## config.mk

```make
export PLATFORM = sky130hd
export DESIGN_NAME = nvm_program_erase_control
export DESIGN_NICKNAME = d
export VERILOG_FILES = /design/src/common/nvm_ctrl_pkg.sv /design/src/core/nvm_program_erase_control.sv /design/src/core/op_timer.sv
export SDC_FILE = /design/constraint.sdc
export NUM_CORES = 1
export LEC_CHECK = 0
export ABC_AREA = 1
export BUFFER_PORTS_ARGS = -buffer_cell sky130_fd_sc_hd__buf_2
export CORE_UTILIZATION = 50
export DETAILED_ROUTE_END_ITERATION = 7
export GPL_TIMING_DRIVEN = 0
export PLACE_DENSITY = 0.76
export SKIP_CTS_REPAIR_TIMING = 1
export SLEW_MARGIN = 25
export SYNTH_ARGS = -nofsm -noshare
export SYNTH_HDL_FRONTEND = slang
export SYNTH_SLANG_ARGS = --single-unit
```

## constraint.sdc

```tcl
create_clock -name clk -period 2 [get_ports clk]
set_clock_uncertainty 0.2 [all_clocks]
set_input_delay 0.1 -clock clk [delete_from_list [all_inputs] [get_ports clk]]
set_output_delay 0.1 -clock clk [all_outputs]
set_load 0.005 [all_outputs]
```

## src/common/nvm_ctrl_pkg.sv

```systemverilog
package nvm_ctrl_pkg;
	// ************************************************************
	// register map (byte addresses on the register bus)
	// ************************************************************
	localparam logic [11:0] ADDR_CONTROL = 12'h000;
	localparam logic [11:0] ADDR_KEY = 12'h004;
	localparam logic [11:0] ADDR_TABLE_PAGE = 12'h008;
	localparam logic [11:0] ADDR_TABLE_OFFSET = 12'h00C;
	localparam logic [11:0] ADDR_STATUS = 12'h010;
	localparam logic [11:0] ADDR_OP_TIME = 12'h014;

	// ************************************************************
	// control register fields
	// ************************************************************
	localparam int BIT_START = 15;
	localparam int BIT_WRITE_ENABLE = 14;
	localparam int BIT_SEQ_ERROR = 13;
	localparam int BIT_PROGRAM_ONLY = 12;
	localparam int BIT_ERASE_SELECT = 6;
	localparam int OP_MSB = 5;
	localparam logic [15:0] CONTROL_RESET = 16'h0000;
	localparam logic [15:0] CONTROL_WMASK = 16'h707F;

	// ************************************************************
	// unlock keys
	// ************************************************************
	localparam logic [7:0] KEY_FIRST = 8'h55;
	localparam logic [7:0] KEY_SECOND = 8'hAA;

	// ************************************************************
	// command codes
	// ************************************************************
	localparam logic [5:0] OP_ERASE_4ROW = 6'h1A;
	localparam logic [5:0] OP_ERASE_2ROW = 6'h19;
	localparam logic [5:0] OP_ERASE_1ROW = 6'h18;
	localparam logic [3:0] OP_ERASE_BOOT = 4'hA;
	localparam logic [3:0] OP_ERASE_ALL = 4'h9;
	localparam logic [3:0] OP_ERASE_CONFIG = 4'h5;
	localparam logic [3:0] OP_ERASE_EEPROM = 4'h4;
	localparam logic [3:0] OP_ERASE_GENERAL = 4'h3;
	localparam logic [3:0] OP_PROGRAM_ROW = 4'h1;

	typedef enum logic [3:0] {
		KIND_NONE = 4'h0,
		KIND_ROW_ERASE = 4'h1,
		KIND_ROW_PROGRAM = 4'h2,
		KIND_BLOCK_ERASE = 4'h3
	} op_kind_t;

	// ************************************************************
	// timing: default self-timed duration
	// ************************************************************
	localparam int CLOCK_MHZ = 20;
	localparam int OP_TIME_US = 100;
	localparam int OP_CYCLES = OP_TIME_US * CLOCK_MHZ;
	localparam logic [15:0] OP_TIME_RESET = 16'(OP_CYCLES);

	typedef enum logic [2:0] {
		ST_IDLE = 3'b001,
		ST_BUSY = 3'b010,
		ST_DONE = 3'b100
	} seq_state_t;
endpackage

```

## src/core/nvm_program_erase_control.sv

```systemverilog
// Local design decisions: the placing of the registers and the APB interface to the registers.
`timescale 1ns/1ns
module nvm_program_erase_control #(
	parameter bit HAS_EEPROM = 1'b1
) (
	input wire logic clk,
	input wire logic rstn,
	input wire logic psel,
	input wire logic penable,
	input wire logic pwrite,
	input wire logic [11:0] paddr,
	input wire logic [31:0] pwdata,
	output logic [31:0] prdata,
	output logic pready,
	output logic pslverr,
	input wire logic serialModeIn,
	input wire logic resetAbortIn,
	output logic cpuStall,
	output logic [7:0] targetPage,
	output logic [15:0] targetOffset,
	output logic [3:0] activeKind,
	output logic [5:0] activeOp,
	output logic opActive
);
	// ************************************************************
	// bus decode
	// ************************************************************
	wire access = psel && penable;
	wire wrAcc = access && pwrite;
	wire selCtl = (paddr == nvm_ctrl_pkg::ADDR_CONTROL);
	wire selKey = (paddr == nvm_ctrl_pkg::ADDR_KEY);
	wire selPage = (paddr == nvm_ctrl_pkg::ADDR_TABLE_PAGE);
	wire selOff = (paddr == nvm_ctrl_pkg::ADDR_TABLE_OFFSET);
	wire selStat = (paddr == nvm_ctrl_pkg::ADDR_STATUS);
	wire selTime = (paddr == nvm_ctrl_pkg::ADDR_OP_TIME);
	wire mapped = selCtl | selKey | selPage | selOff | selStat | selTime;
	wire [7:0] keyByte = pwdata[7:0];

	// ************************************************************
	// registers and synchronisers
	// ************************************************************
	logic [15:0] nvmControl;
	logic [7:0] tablePage;
	logic [15:0] tableOffset;
	logic [15:0] opTime;
	logic firstKeySeen;
	logic unlockWindow;
	logic [1:0] serialSync;
	logic [1:0] abortSync;
	nvm_ctrl_pkg::seq_state_t state;
	nvm_ctrl_pkg::seq_state_t next_state;

	wire serialMode = serialSync[1];
	wire abortReq = abortSync[1];
	wire startBit = nvmControl[nvm_ctrl_pkg::BIT_START];

	// ************************************************************
	// command decode
	// ************************************************************
	wire [15:0] wdat = pwdata[15:0];
	wire ctlWrite = wrAcc && selCtl;
	wire [5:0] newOp = wdat[nvm_ctrl_pkg::OP_MSB:0];
	wire [3:0] newHi = newOp[5:2];
	wire newErase = wdat[nvm_ctrl_pkg::BIT_ERASE_SELECT];
	wire newWren = wdat[nvm_ctrl_pkg::BIT_WRITE_ENABLE];
	// set attempt while busy is ignored
	wire startReq = ctlWrite && wdat[nvm_ctrl_pkg::BIT_START] && !startBit;

	wire isRowErase = newErase && ((newOp == nvm_ctrl_pkg::OP_ERASE_4ROW) ||
		(newOp == nvm_ctrl_pkg::OP_ERASE_2ROW) ||
		(newOp == nvm_ctrl_pkg::OP_ERASE_1ROW));
	wire isBlockErase = newErase && ((newHi == nvm_ctrl_pkg::OP_ERASE_CONFIG) ||
		(newHi == nvm_ctrl_pkg::OP_ERASE_GENERAL) ||
		((newHi == nvm_ctrl_pkg::OP_ERASE_EEPROM) && HAS_EEPROM));
	wire isSerialErase = newErase && serialMode &&
		((newHi == nvm_ctrl_pkg::OP_ERASE_BOOT) ||
		(newHi == nvm_ctrl_pkg::OP_ERASE_ALL));
	wire isRowProg = !newErase && (newHi == nvm_ctrl_pkg::OP_PROGRAM_ROW);
	wire isValidOp = isRowErase | isBlockErase | isSerialErase | isRowProg;
	wire seqOk = unlockWindow && newWren;
	wire launch = startReq && seqOk && isValidOp && (state == nvm_ctrl_pkg::ST_IDLE);
	wire badStart = startReq && !seqOk;
	wire [3:0] newKind = isRowErase ? 4'(nvm_ctrl_pkg::KIND_ROW_ERASE) :
		isRowProg ? 4'(nvm_ctrl_pkg::KIND_ROW_PROGRAM) :
		(isBlockErase | isSerialErase) ?
		4'(nvm_ctrl_pkg::KIND_BLOCK_ERASE) : 4'(nvm_ctrl_pkg::KIND_NONE);

	// ************************************************************
	// operation timer
	// ************************************************************
	logic timerRunning;
	logic timerDone;
	// duration register sets the self-timed length
	op_timer u_timer (
		.clk(clk),
		.rstn(rstn),
		.launch(launch),
		.abort(abortReq),
		.duration(opTime),
		.running(timerRunning),
		.finished(timerDone)
	);

	always_comb begin
		next_state = state;
		case (state)
			nvm_ctrl_pkg::ST_IDLE: begin
				if (launch) begin
					next_state = nvm_ctrl_pkg::ST_BUSY;
				end
			end
			nvm_ctrl_pkg::ST_BUSY: begin
				if (abortReq || timerDone) begin
					next_state = nvm_ctrl_pkg::ST_DONE;
				end
			end
			nvm_ctrl_pkg::ST_DONE: begin
				next_state = nvm_ctrl_pkg::ST_IDLE;
			end
			default: begin
				next_state = nvm_ctrl_pkg::ST_IDLE;
			end
		endcase
	end

	always_ff @(posedge clk or negedge rstn) begin
		if (!rstn) begin
			state <= nvm_ctrl_pkg::ST_IDLE;
			serialSync <= 2'b00;
			abortSync <= 2'b00;
		end else begin
			state <= next_state;
			serialSync <= {serialSync[0], serialModeIn};
			abortSync <= {abortSync[0], resetAbortIn};
		end
	end

	// ************************************************************
	// unlock sequence
	// ************************************************************
	// key writes only move the unlock state
	wire keyWrite = wrAcc && selKey;
	wire key1 = keyWrite && (keyByte == nvm_ctrl_pkg::KEY_FIRST);
	wire key2 = keyWrite && (keyByte == nvm_ctrl_pkg::KEY_SECOND) && firstKeySeen;

	always_ff @(posedge clk or negedge rstn) begin
		if (!rstn) begin
			firstKeySeen <= 1'b0;
			unlockWindow <= 1'b0;
		end else begin
			// any other write drops partial unlock
			if (wrAcc) begin
				firstKeySeen <= key1;
			end
			// window closes after next bus transfer
			if (key2) begin
				unlockWindow <= 1'b1;
			end else if (access) begin
				unlockWindow <= 1'b0;
			end
		end
	end

	// ************************************************************
	// control register
	// ************************************************************
	wire [15:0] keptBits = nvmControl & ~nvm_ctrl_pkg::CONTROL_WMASK;
	wire [15:0] swBits = wdat & nvm_ctrl_pkg::CONTROL_WMASK;
	// program-only bit exists with eeprom only
	wire [15:0] pgmMask = HAS_EEPROM ? 16'hFFFF : 16'hEFFF;
	wire [15:0] ctlWritten = (keptBits | swBits) & pgmMask;
	wire errKeep = nvmControl[nvm_ctrl_pkg::BIT_SEQ_ERROR];
	// abort and timer end share one exit
	wire opEnd = (state == nvm_ctrl_pkg::ST_BUSY) && (abortReq || timerDone);

	always_ff @(posedge clk or negedge rstn) begin
		if (!rstn) begin
			nvmControl <= nvm_ctrl_pkg::CONTROL_RESET;
		end else begin
			if (ctlWrite) begin
				nvmControl <= ctlWritten;
				// software cannot clear the start bit
				nvmControl[nvm_ctrl_pkg::BIT_START] <= startBit | launch;
				// error set wins over software clear
				nvmControl[nvm_ctrl_pkg::BIT_SEQ_ERROR] <= badStart |
					(ctlWritten[nvm_ctrl_pkg::BIT_SEQ_ERROR] && errKeep);
			end
			if (opEnd) begin
				nvmControl[nvm_ctrl_pkg::BIT_START] <= 1'b0;
			end
			if (opEnd && abortReq) begin
				nvmControl[nvm_ctrl_pkg::BIT_SEQ_ERROR] <= 1'b1;
			end
		end
	end

	// ************************************************************
	// table pointer, timing and outputs
	// ************************************************************
	always_ff @(posedge clk or negedge rstn) begin
		if (!rstn) begin
			tablePage <= 8'h00;
			tableOffset <= 16'h0000;
			opTime <= nvm_ctrl_pkg::OP_TIME_RESET;
		end else begin
			if (wrAcc && selPage) begin
				tablePage <= pwdata[7:0];
			end
			if (wrAcc && selOff) begin
				tableOffset <= wdat;
			end
			if (wrAcc && selTime && !startBit) begin
				opTime <= wdat;
			end
		end
	end

	always_ff @(posedge clk or negedge rstn) begin
		if (!rstn) begin
			cpuStall <= 1'b0;
			targetPage <= 8'h00;
			targetOffset <= 16'h0000;
			activeKind <= 4'(nvm_ctrl_pkg::KIND_NONE);
			activeOp <= 6'h00;
			opActive <= 1'b0;
		end else begin
			// latch row address from table pointer
			if (launch) begin
				targetPage <= tablePage;
				targetOffset <= tableOffset;
				activeKind <= newKind;
				activeOp <= newOp;
			end else if (opEnd) begin
				activeKind <= 4'(nvm_ctrl_pkg::KIND_NONE);
			end
			opActive <= launch | (opActive && !opEnd);
			// stall for flash work, not eeprom
			if (launch) begin
				cpuStall <= !(newErase && newHi == nvm_ctrl_pkg::OP_ERASE_EEPROM);
			end else if (opEnd) begin
				cpuStall <= 1'b0;
			end
		end
	end

	// ************************************************************
	// read path
	// ************************************************************
	wire [15:0] statusWord = {13'h0000, timerRunning, serialMode, opActive};
	wire [31:0] readMux = selKey ? 32'h00000000 :
		selCtl ? {16'h0000, nvmControl} :
		selPage ? {24'h000000, tablePage} :
		selOff ? {16'h0000, tableOffset} :
		selStat ? {16'h0000, statusWord} :
		selTime ? {16'h0000, opTime} : 32'h00000000;

	always_ff @(posedge clk or negedge rstn) begin
		if (!rstn) begin
			prdata <= 32'h00000000;
			pready <= 1'b0;
			pslverr <= 1'b0;
		end else begin
			// one wait-free access after every setup
			pready <= psel && !penable;
			pslverr <= psel && !penable && !mapped;
			prdata <= (psel && !penable && !pwrite) ? readMux : 32'h00000000;
		end
	end
endmodule

```

## src/core/op_timer.sv

```systemverilog
`timescale 1ns/1ns
// ************************************************************
// self-timed operation counter
// ************************************************************
module op_timer (
	input wire logic clk,
	input wire logic rstn,
	input wire logic launch,
	input wire logic abort,
	input wire logic [15:0] duration,
	output logic running,
	output logic finished
);
	logic [15:0] remain;
	wire lastTick = running && (remain <= 16'h0001);

	always_ff @(posedge clk or negedge rstn) begin
		if (!rstn) begin
			remain <= 16'h0000;
			running <= 1'b0;
			finished <= 1'b0;
		end else begin
			finished <= lastTick && !abort;
			if (abort) begin
				running <= 1'b0;
				remain <= 16'h0000;
			end else if (launch && !running) begin
				running <= 1'b1;
				remain <= (duration == 16'h0000) ? 16'h0001 : duration;
			end else if (running) begin
				remain <= remain - 16'h0001;
				if (lastTick) begin
					running <= 1'b0;
				end
			end
		end
	end
endmodule
```

=== Yosys cells after proc, flatten, opt, wreduce, memory -nomap -nowiden ===
Cells that the tools add are included.

* Word-level logic and storage cells: 146
* Output and inout port bits: 70
* Register bits after elaboration: 137
* Bits of input ports: 51

* Mux-type cells: 30
* Equal/unequal tests: 20
* Order comparisons: 1
* Bitwise logic cells: 13
* Reduce and logical (&&, ||, !) cells: 58
* Add/sub/neg operators: 1

{| class="wikitable"
|+ Operators by type and width
! operator !! count
|-
| 16-bit two-way mux || 12
|-
| 1-bit logical AND || 34
|-
| 12-bit by 4-bit == test with 1-bit output, second input constant || 2
|-
| 12-bit by 5-bit == test with 1-bit output, second input constant || 2
|-
| 6-bit by 5-bit == test with 1-bit output, second input constant || 3
|-
| 16-bit by 1-bit <= comparator with 1-bit output, second input constant || 1
|-
| 16-bit logical NOT || 1
|-
| 16-bit by 1-bit subtractor with 16-bit output, second input constant || 1
|-
| 12-bit by 15-bit OR with 15-bit output || 1
|-
| 12-bit by 3-bit == test with 1-bit output, second input constant || 1
|-
| 12-bit logical NOT || 1
|-
| 1-bit OR || 12
|-
| 1-bit logical NOT || 10
|-
| 1-bit two-way mux || 10
|-
| 4-bit by 3-bit == test with 1-bit output, second input constant || 2
|-
| 4-bit == test, second input constant || 2
|-
| 8-bit by 7-bit == test with 1-bit output, second input constant || 1
|-
| 8-bit == test, second input constant || 1
|-
| 4-bit two-way mux || 2
|-
| 2-bit nonzero test || 4
|-
| 1-bit logical OR || 6
|-
| 2-bit two-way mux || 3
|-
| 3-bit two-way mux || 2
|-
| 3-bit case mux with 2 select lines || 1
|-
| 7 further kinds || 8
|}

=== Logic depth before layout (Yosys ltp) ===
* Depth in word-level cells: 12
* Gate-level depth with buffers: 12
* Gate-level depth less buffers: 11

=== By module ===
Synthesis repeated with hierarchy kept, for this count alone.

* Cell total of the unflattened synthesis: 769
* Area total of the unflattened synthesis: 6323.6 um^2

{| class="wikitable"
|+ By module, submodules not included
! module !! sequential area each (um^2) !! cells each !! times used !! area each (um^2)
|-
| nvm_program_erase_control || 2811.4 || 553 || 1 || 4966.0
|-
| op_timer || 450.4 || 216 || 1 || 1357.6
|}

=== Worst setup path before layout ===
No wires, ideal clock.

* Path kind: reg2reg
* Start point: register u_timer.remain[0]
* End point: register u_timer.remain[14]
* Arrival: 1530 ps
* Required time: 1683 ps
* Library setup time: 117 ps
* Period minus slack after synthesis: 1846 ps
* Stages on the path, launching flop included: 11
* Setup slack: 154 ps
* Buffers on the path: 0
* Cells stage by stage: dfrtp_1 inv_1 ha_1 nand2_1 nor2_1 nand2_1 nor3_1 xnor2_1 nand2_1 nand3_2 nand2_1

* Cells in the longest elaborated chain, start to end: 4

{| class="wikitable"
|+ RTL lines
! element !! line !! text
|-
| start: declaration || op_timer.sv:14 || <nowiki>logic [15:0] remain;</nowiki>
|-
| start signal: assignment || op_timer.sv:29 || <nowiki>remain <= (duration == 16'h0000) ? 16'h0001 : duration;</nowiki>
|-
| start signal: assignment || op_timer.sv:31 || <nowiki>remain <= remain - 16'h0001;</nowiki>
|-
| 16-bit by 1-bit subtractor with 16-bit output || op_timer.sv:31 ||
|-
| 16-bit two-way mux || op_timer.sv:30 || <nowiki>end else if (running) begin</nowiki>
|-
| 16-bit two-way mux || op_timer.sv:27 || <nowiki>end else if (launch && !running) begin</nowiki>
|-
| 16-bit two-way mux || op_timer.sv:24 || <nowiki>if (abort) begin</nowiki>
|}

No other way between the ends. The select of a mux whose other input is x is not followed.
A chain may end at the register's enable or synchronous reset.

=== Worst setup path after layout ===
* Start point: register serialSync[1]
* End point: register u_timer.remain[14]

* Cells in the longest elaborated chain, start to end: 9
* Elaborated cells on any way between the ends: 10
* Those cells by class: 2 x mux; 2 x bitwise; 6 x reduce/logical

{| class="wikitable"
|+ RTL lines
! element !! line !! text
|-
| start: declaration || nvm_program_erase_control.sv:48 || <nowiki>logic [1:0] serialSync;</nowiki>
|-
| start signal: assignment || nvm_program_erase_control.sv:133 || <nowiki>serialSync <= {serialSync[0], serialModeIn};</nowiki>
|-
| 1-bit logical AND (*) (2 in a row) || nvm_program_erase_control.sv:75 || <nowiki>wire isSerialErase = newErase && serialMode &&</nowiki>
|-
| 1-bit OR (*) (2 in a row) || nvm_program_erase_control.sv:79 || <nowiki>wire isValidOp = isRowErase | isBlockErase | isSerialErase | isRowProg;</nowiki>
|-
| 1-bit logical AND (*) (2 in a row) || nvm_program_erase_control.sv:81 || <nowiki>wire launch = startReq && seqOk && isValidOp && (state == nvm_ctrl_pkg::ST_IDLE);</nowiki>
|-
| 1-bit logical AND (*) || op_timer.sv:27 ||
|-
| 16-bit two-way mux || op_timer.sv:27 ||
|-
| 16-bit two-way mux || op_timer.sv:24 ||
|}

Mark *: on every way between the ends. The rest lies on a longest branch, timed or not.

==> results.ini <==
[timing]
fin_hold_ws_ns=-0.159
drv_slew=0
worst_slew_pin_slew_ns=0.643
slew_headroom=0.567
hold_viol=5
fmax_mhz=493
fin_crit_sh=1.01
rsz0062_at_grt=true
setup_ws_ns=-0.0295
setup_viol=6
fin_crit_ns=2.03

[worst_setup_path]
r2r_start=serialSync[1]$_DFF_PN0_
cp_max_fo=10
required_ns=2.16
critPathCaptureType=register
r2r_slack_ns=-0.03
critPathArrivalTime_ns=2.19
r2r-end=u_timer.remain[14]$_DFFE_PN0P_
rr_worst_depth=10
worst-setup-path-type=register to register
cp-start-kind=register

[logic_synthesis]
synth_warnings=0
syn_area_um2=6080
yosysMostFrequentCell=nand2_1
synth_ff_type=dfrtp_1
synth_cell_types=38
netlist_instances=714
yosysTopAreaCellShare=0.506
syn_area_per_cell_um2=8.52
async_flop_share=1.00
synth-seq-cells=130
ys_seq_area_frac=0.536
synth_area_leader_cell=dfrtp_1
synthTopCellsByCount=nand2_1 (209), dfrtp_1 (123), o21ai_0 (82), inv_1 (80), nor2_1 (45)
ys_top_cells_by_area=dfrtp_1 (51%), nand2_1 (13%), o21ai_0 (6.7%), inv_1 (4.9%), dfstp_2 (3.0%)
synth-edff-count=0

[clock_tree]
path_clk_slew_ns=0.06
cts_buffer_depth=2
clock_latency_ns=0.42
cts_tree=built
cts.sinks=130
cts-root-buf=clkbuf_16
h-tree-depth=4
cts_buffers=17

[power_and_ir_drop]
ir_drop_uv=605
finalPower_mw=6.17
power.density_nw_per_um2=788
p_leak_nw=4.02

[placed_design]
dpl-instance-area_um2=6800
dp.cells=961
preCtsSetupSlack_ns=-0.0972
gp_congestion=0.890
io_buffers=86
dp_hpwl_um=11800

[min_path]
hold_class=input port to register
min_path_cells=3
min-delay-start=pwdata[15]
min_delay_worst_endpoint=tableOffset[15]$_DFFE_PN0P_

[global_route]
gr-total-overflow=0
grt_max_degree=100
grt_use_total=0.274
antenna_found_initial=0
grt_pass1_vias=5187
grt_pass1_wl_um=26200

[layout]
fin_cells=1030
drive_gt1_frac=0.223
antennaDiodeCount=0
nets=928
n_fill_cell=903
synthToLayoutAreaGrowth_pct=28.7
register_area_um2=3260
design_area_um2=7830
multi_input_comb_area_um2=2350
fin_util=0.674

[detailed_routing]
wl_per_cell_um=16.6
num_vias=5505
antenna_left=0
drc_errors=1
routed_wl_um=17100
drt_first_pass_iters=8
drt_iter0_drc=558
vias_per_cell=5.34

[die]
core-area_um2=11600
fp.dieW_um=112
dieArea_um2=12600
die_height_um=112
num_rows=39
io_pins=121
start_util=0.524

[flow_run]
maxCapViolations=0

[outcome]
violations=DRC, hold timing, setup timing
outcome=complete, but fails checks

-- final cells by class --
class,instances,area share
repair buffers,125,0.107
well taps,143,0.0228
clock buffers,22,0.0580
inverters,86,0.0417
plain buffers,39,0.0331
multi-input cells,476,0.301
flip-flops and latches,130,0.417
clock inverters,9,0.0198
-- stage by stage --
step | hold WS, ns | setup TNS (ns)
floorplan | -0.396 | 0
global placement | 0.0100 | -120.15
detailed placement | -0.218 | -0.233
CTS | -0.663 | -0.148
global route | -0.136 | -0.607
finish | -0.159 | -0.0826
-- cell usage in the layout (no fill, tap or decap), drive strengths merged, types with 5 or more instances in the layout --
cell type    synthesis  final
nand3               34     34
dfrtp              123    123
nor4                 5      5
o221ai               5      5
nand2              213    213
o22ai                8      8
clkbuf              12     34
xor2                 7      7
dfstp                7      7
buf                 27    122
inv                 85     86
dlygate4sd3          0     30
a21oi                6      6
o21ai               89     89
nor2                52     52
nand4                8      8
nor3                10     10
conb                 1     18
-- metal layers --
layer	GRT usage	wire (µm)	up-vias
met4	0.107	524	0
li1	-	-	2586
met3	0.0572	1120	48
met2	0.441	8290	241
met1	0.367	7190	2630
met5	0	0	-
-- kinds of logic (layout without fill, tap and decap cells) --
family                   count (synthesis)  after routing  share of synthesized area
AND/OR/NAND/NOR                        322            322                      0.236
flip-flops                             130            130                      0.536
buffers and inverters                  125            281                     0.0929
AO/OA/AOI/OAI                          123            123                      0.115
XOR/XNOR                                11             11                     0.0158
adder cells (fa/ha/maj)                  2              2                    0.00411
other                                    1             18                   0.000616
-- flip-flops by register name, indices dropped and copies added, names as in the netlist, 8 cells and up --
name / count
targetPage: 8
nvmControl: 11
targetOffset: 16
prdata: 16
tablePage: 8
u_timer.remain: 16
opTime: 16
tableOffset: 16
-- power by group --
| part | internal [mW] | switching, mW | total [mW] |
|---|---|---|---|
| registers | 2.64 | 0.00580 | 2.65 |
| logic | 0.118 | 0.170 | 0.288 |
| clock network | 2.11 | 1.13 | 3.24 |
| total | 4.87 | 1.31 | 6.17 |
-- worst max path at each step --
stage	startpoint	to	slack, ns	depth (start not counted)
global route	serialSync[1]$_DFF_PN0_	u_timer.remain[14]$_DFFE_PN0P_	-0.08	10
floorplan	u_timer.remain[0]$_DFFE_PN0P_	u_timer.remain[14]$_DFFE_PN0P_	0.15	10
detailed placement	u_timer.remain[0]$_DFFE_PN0P_	u_timer.remain[14]$_DFFE_PN0P_	-0.1	10
global placement	rstn	u_timer.remain[8]$_DFFE_PN0P_	-0.97	1
finish	serialSync[1]$_DFF_PN0_	u_timer.remain[14]$_DFFE_PN0P_	-0.03	10
CTS	u_timer.remain[0]$_DFFE_PN0P_	u_timer.remain[14]$_DFFE_PN0P_	-0.13	10
-- worst max-delay path, cell delays in order, from the launching register on --
cell     delay (ns)
dfrtp_1        0.41
nand2_1        0.09
inv_1          0.06
nand2_1        0.10
nand4_2        0.19
nand3_4        0.24
nand2_2        0.13
nor2_4         0.17
buf_4          0.21
nand2_1        0.08
nand2_1        0.07
Power figures use the tool's default switching activity.
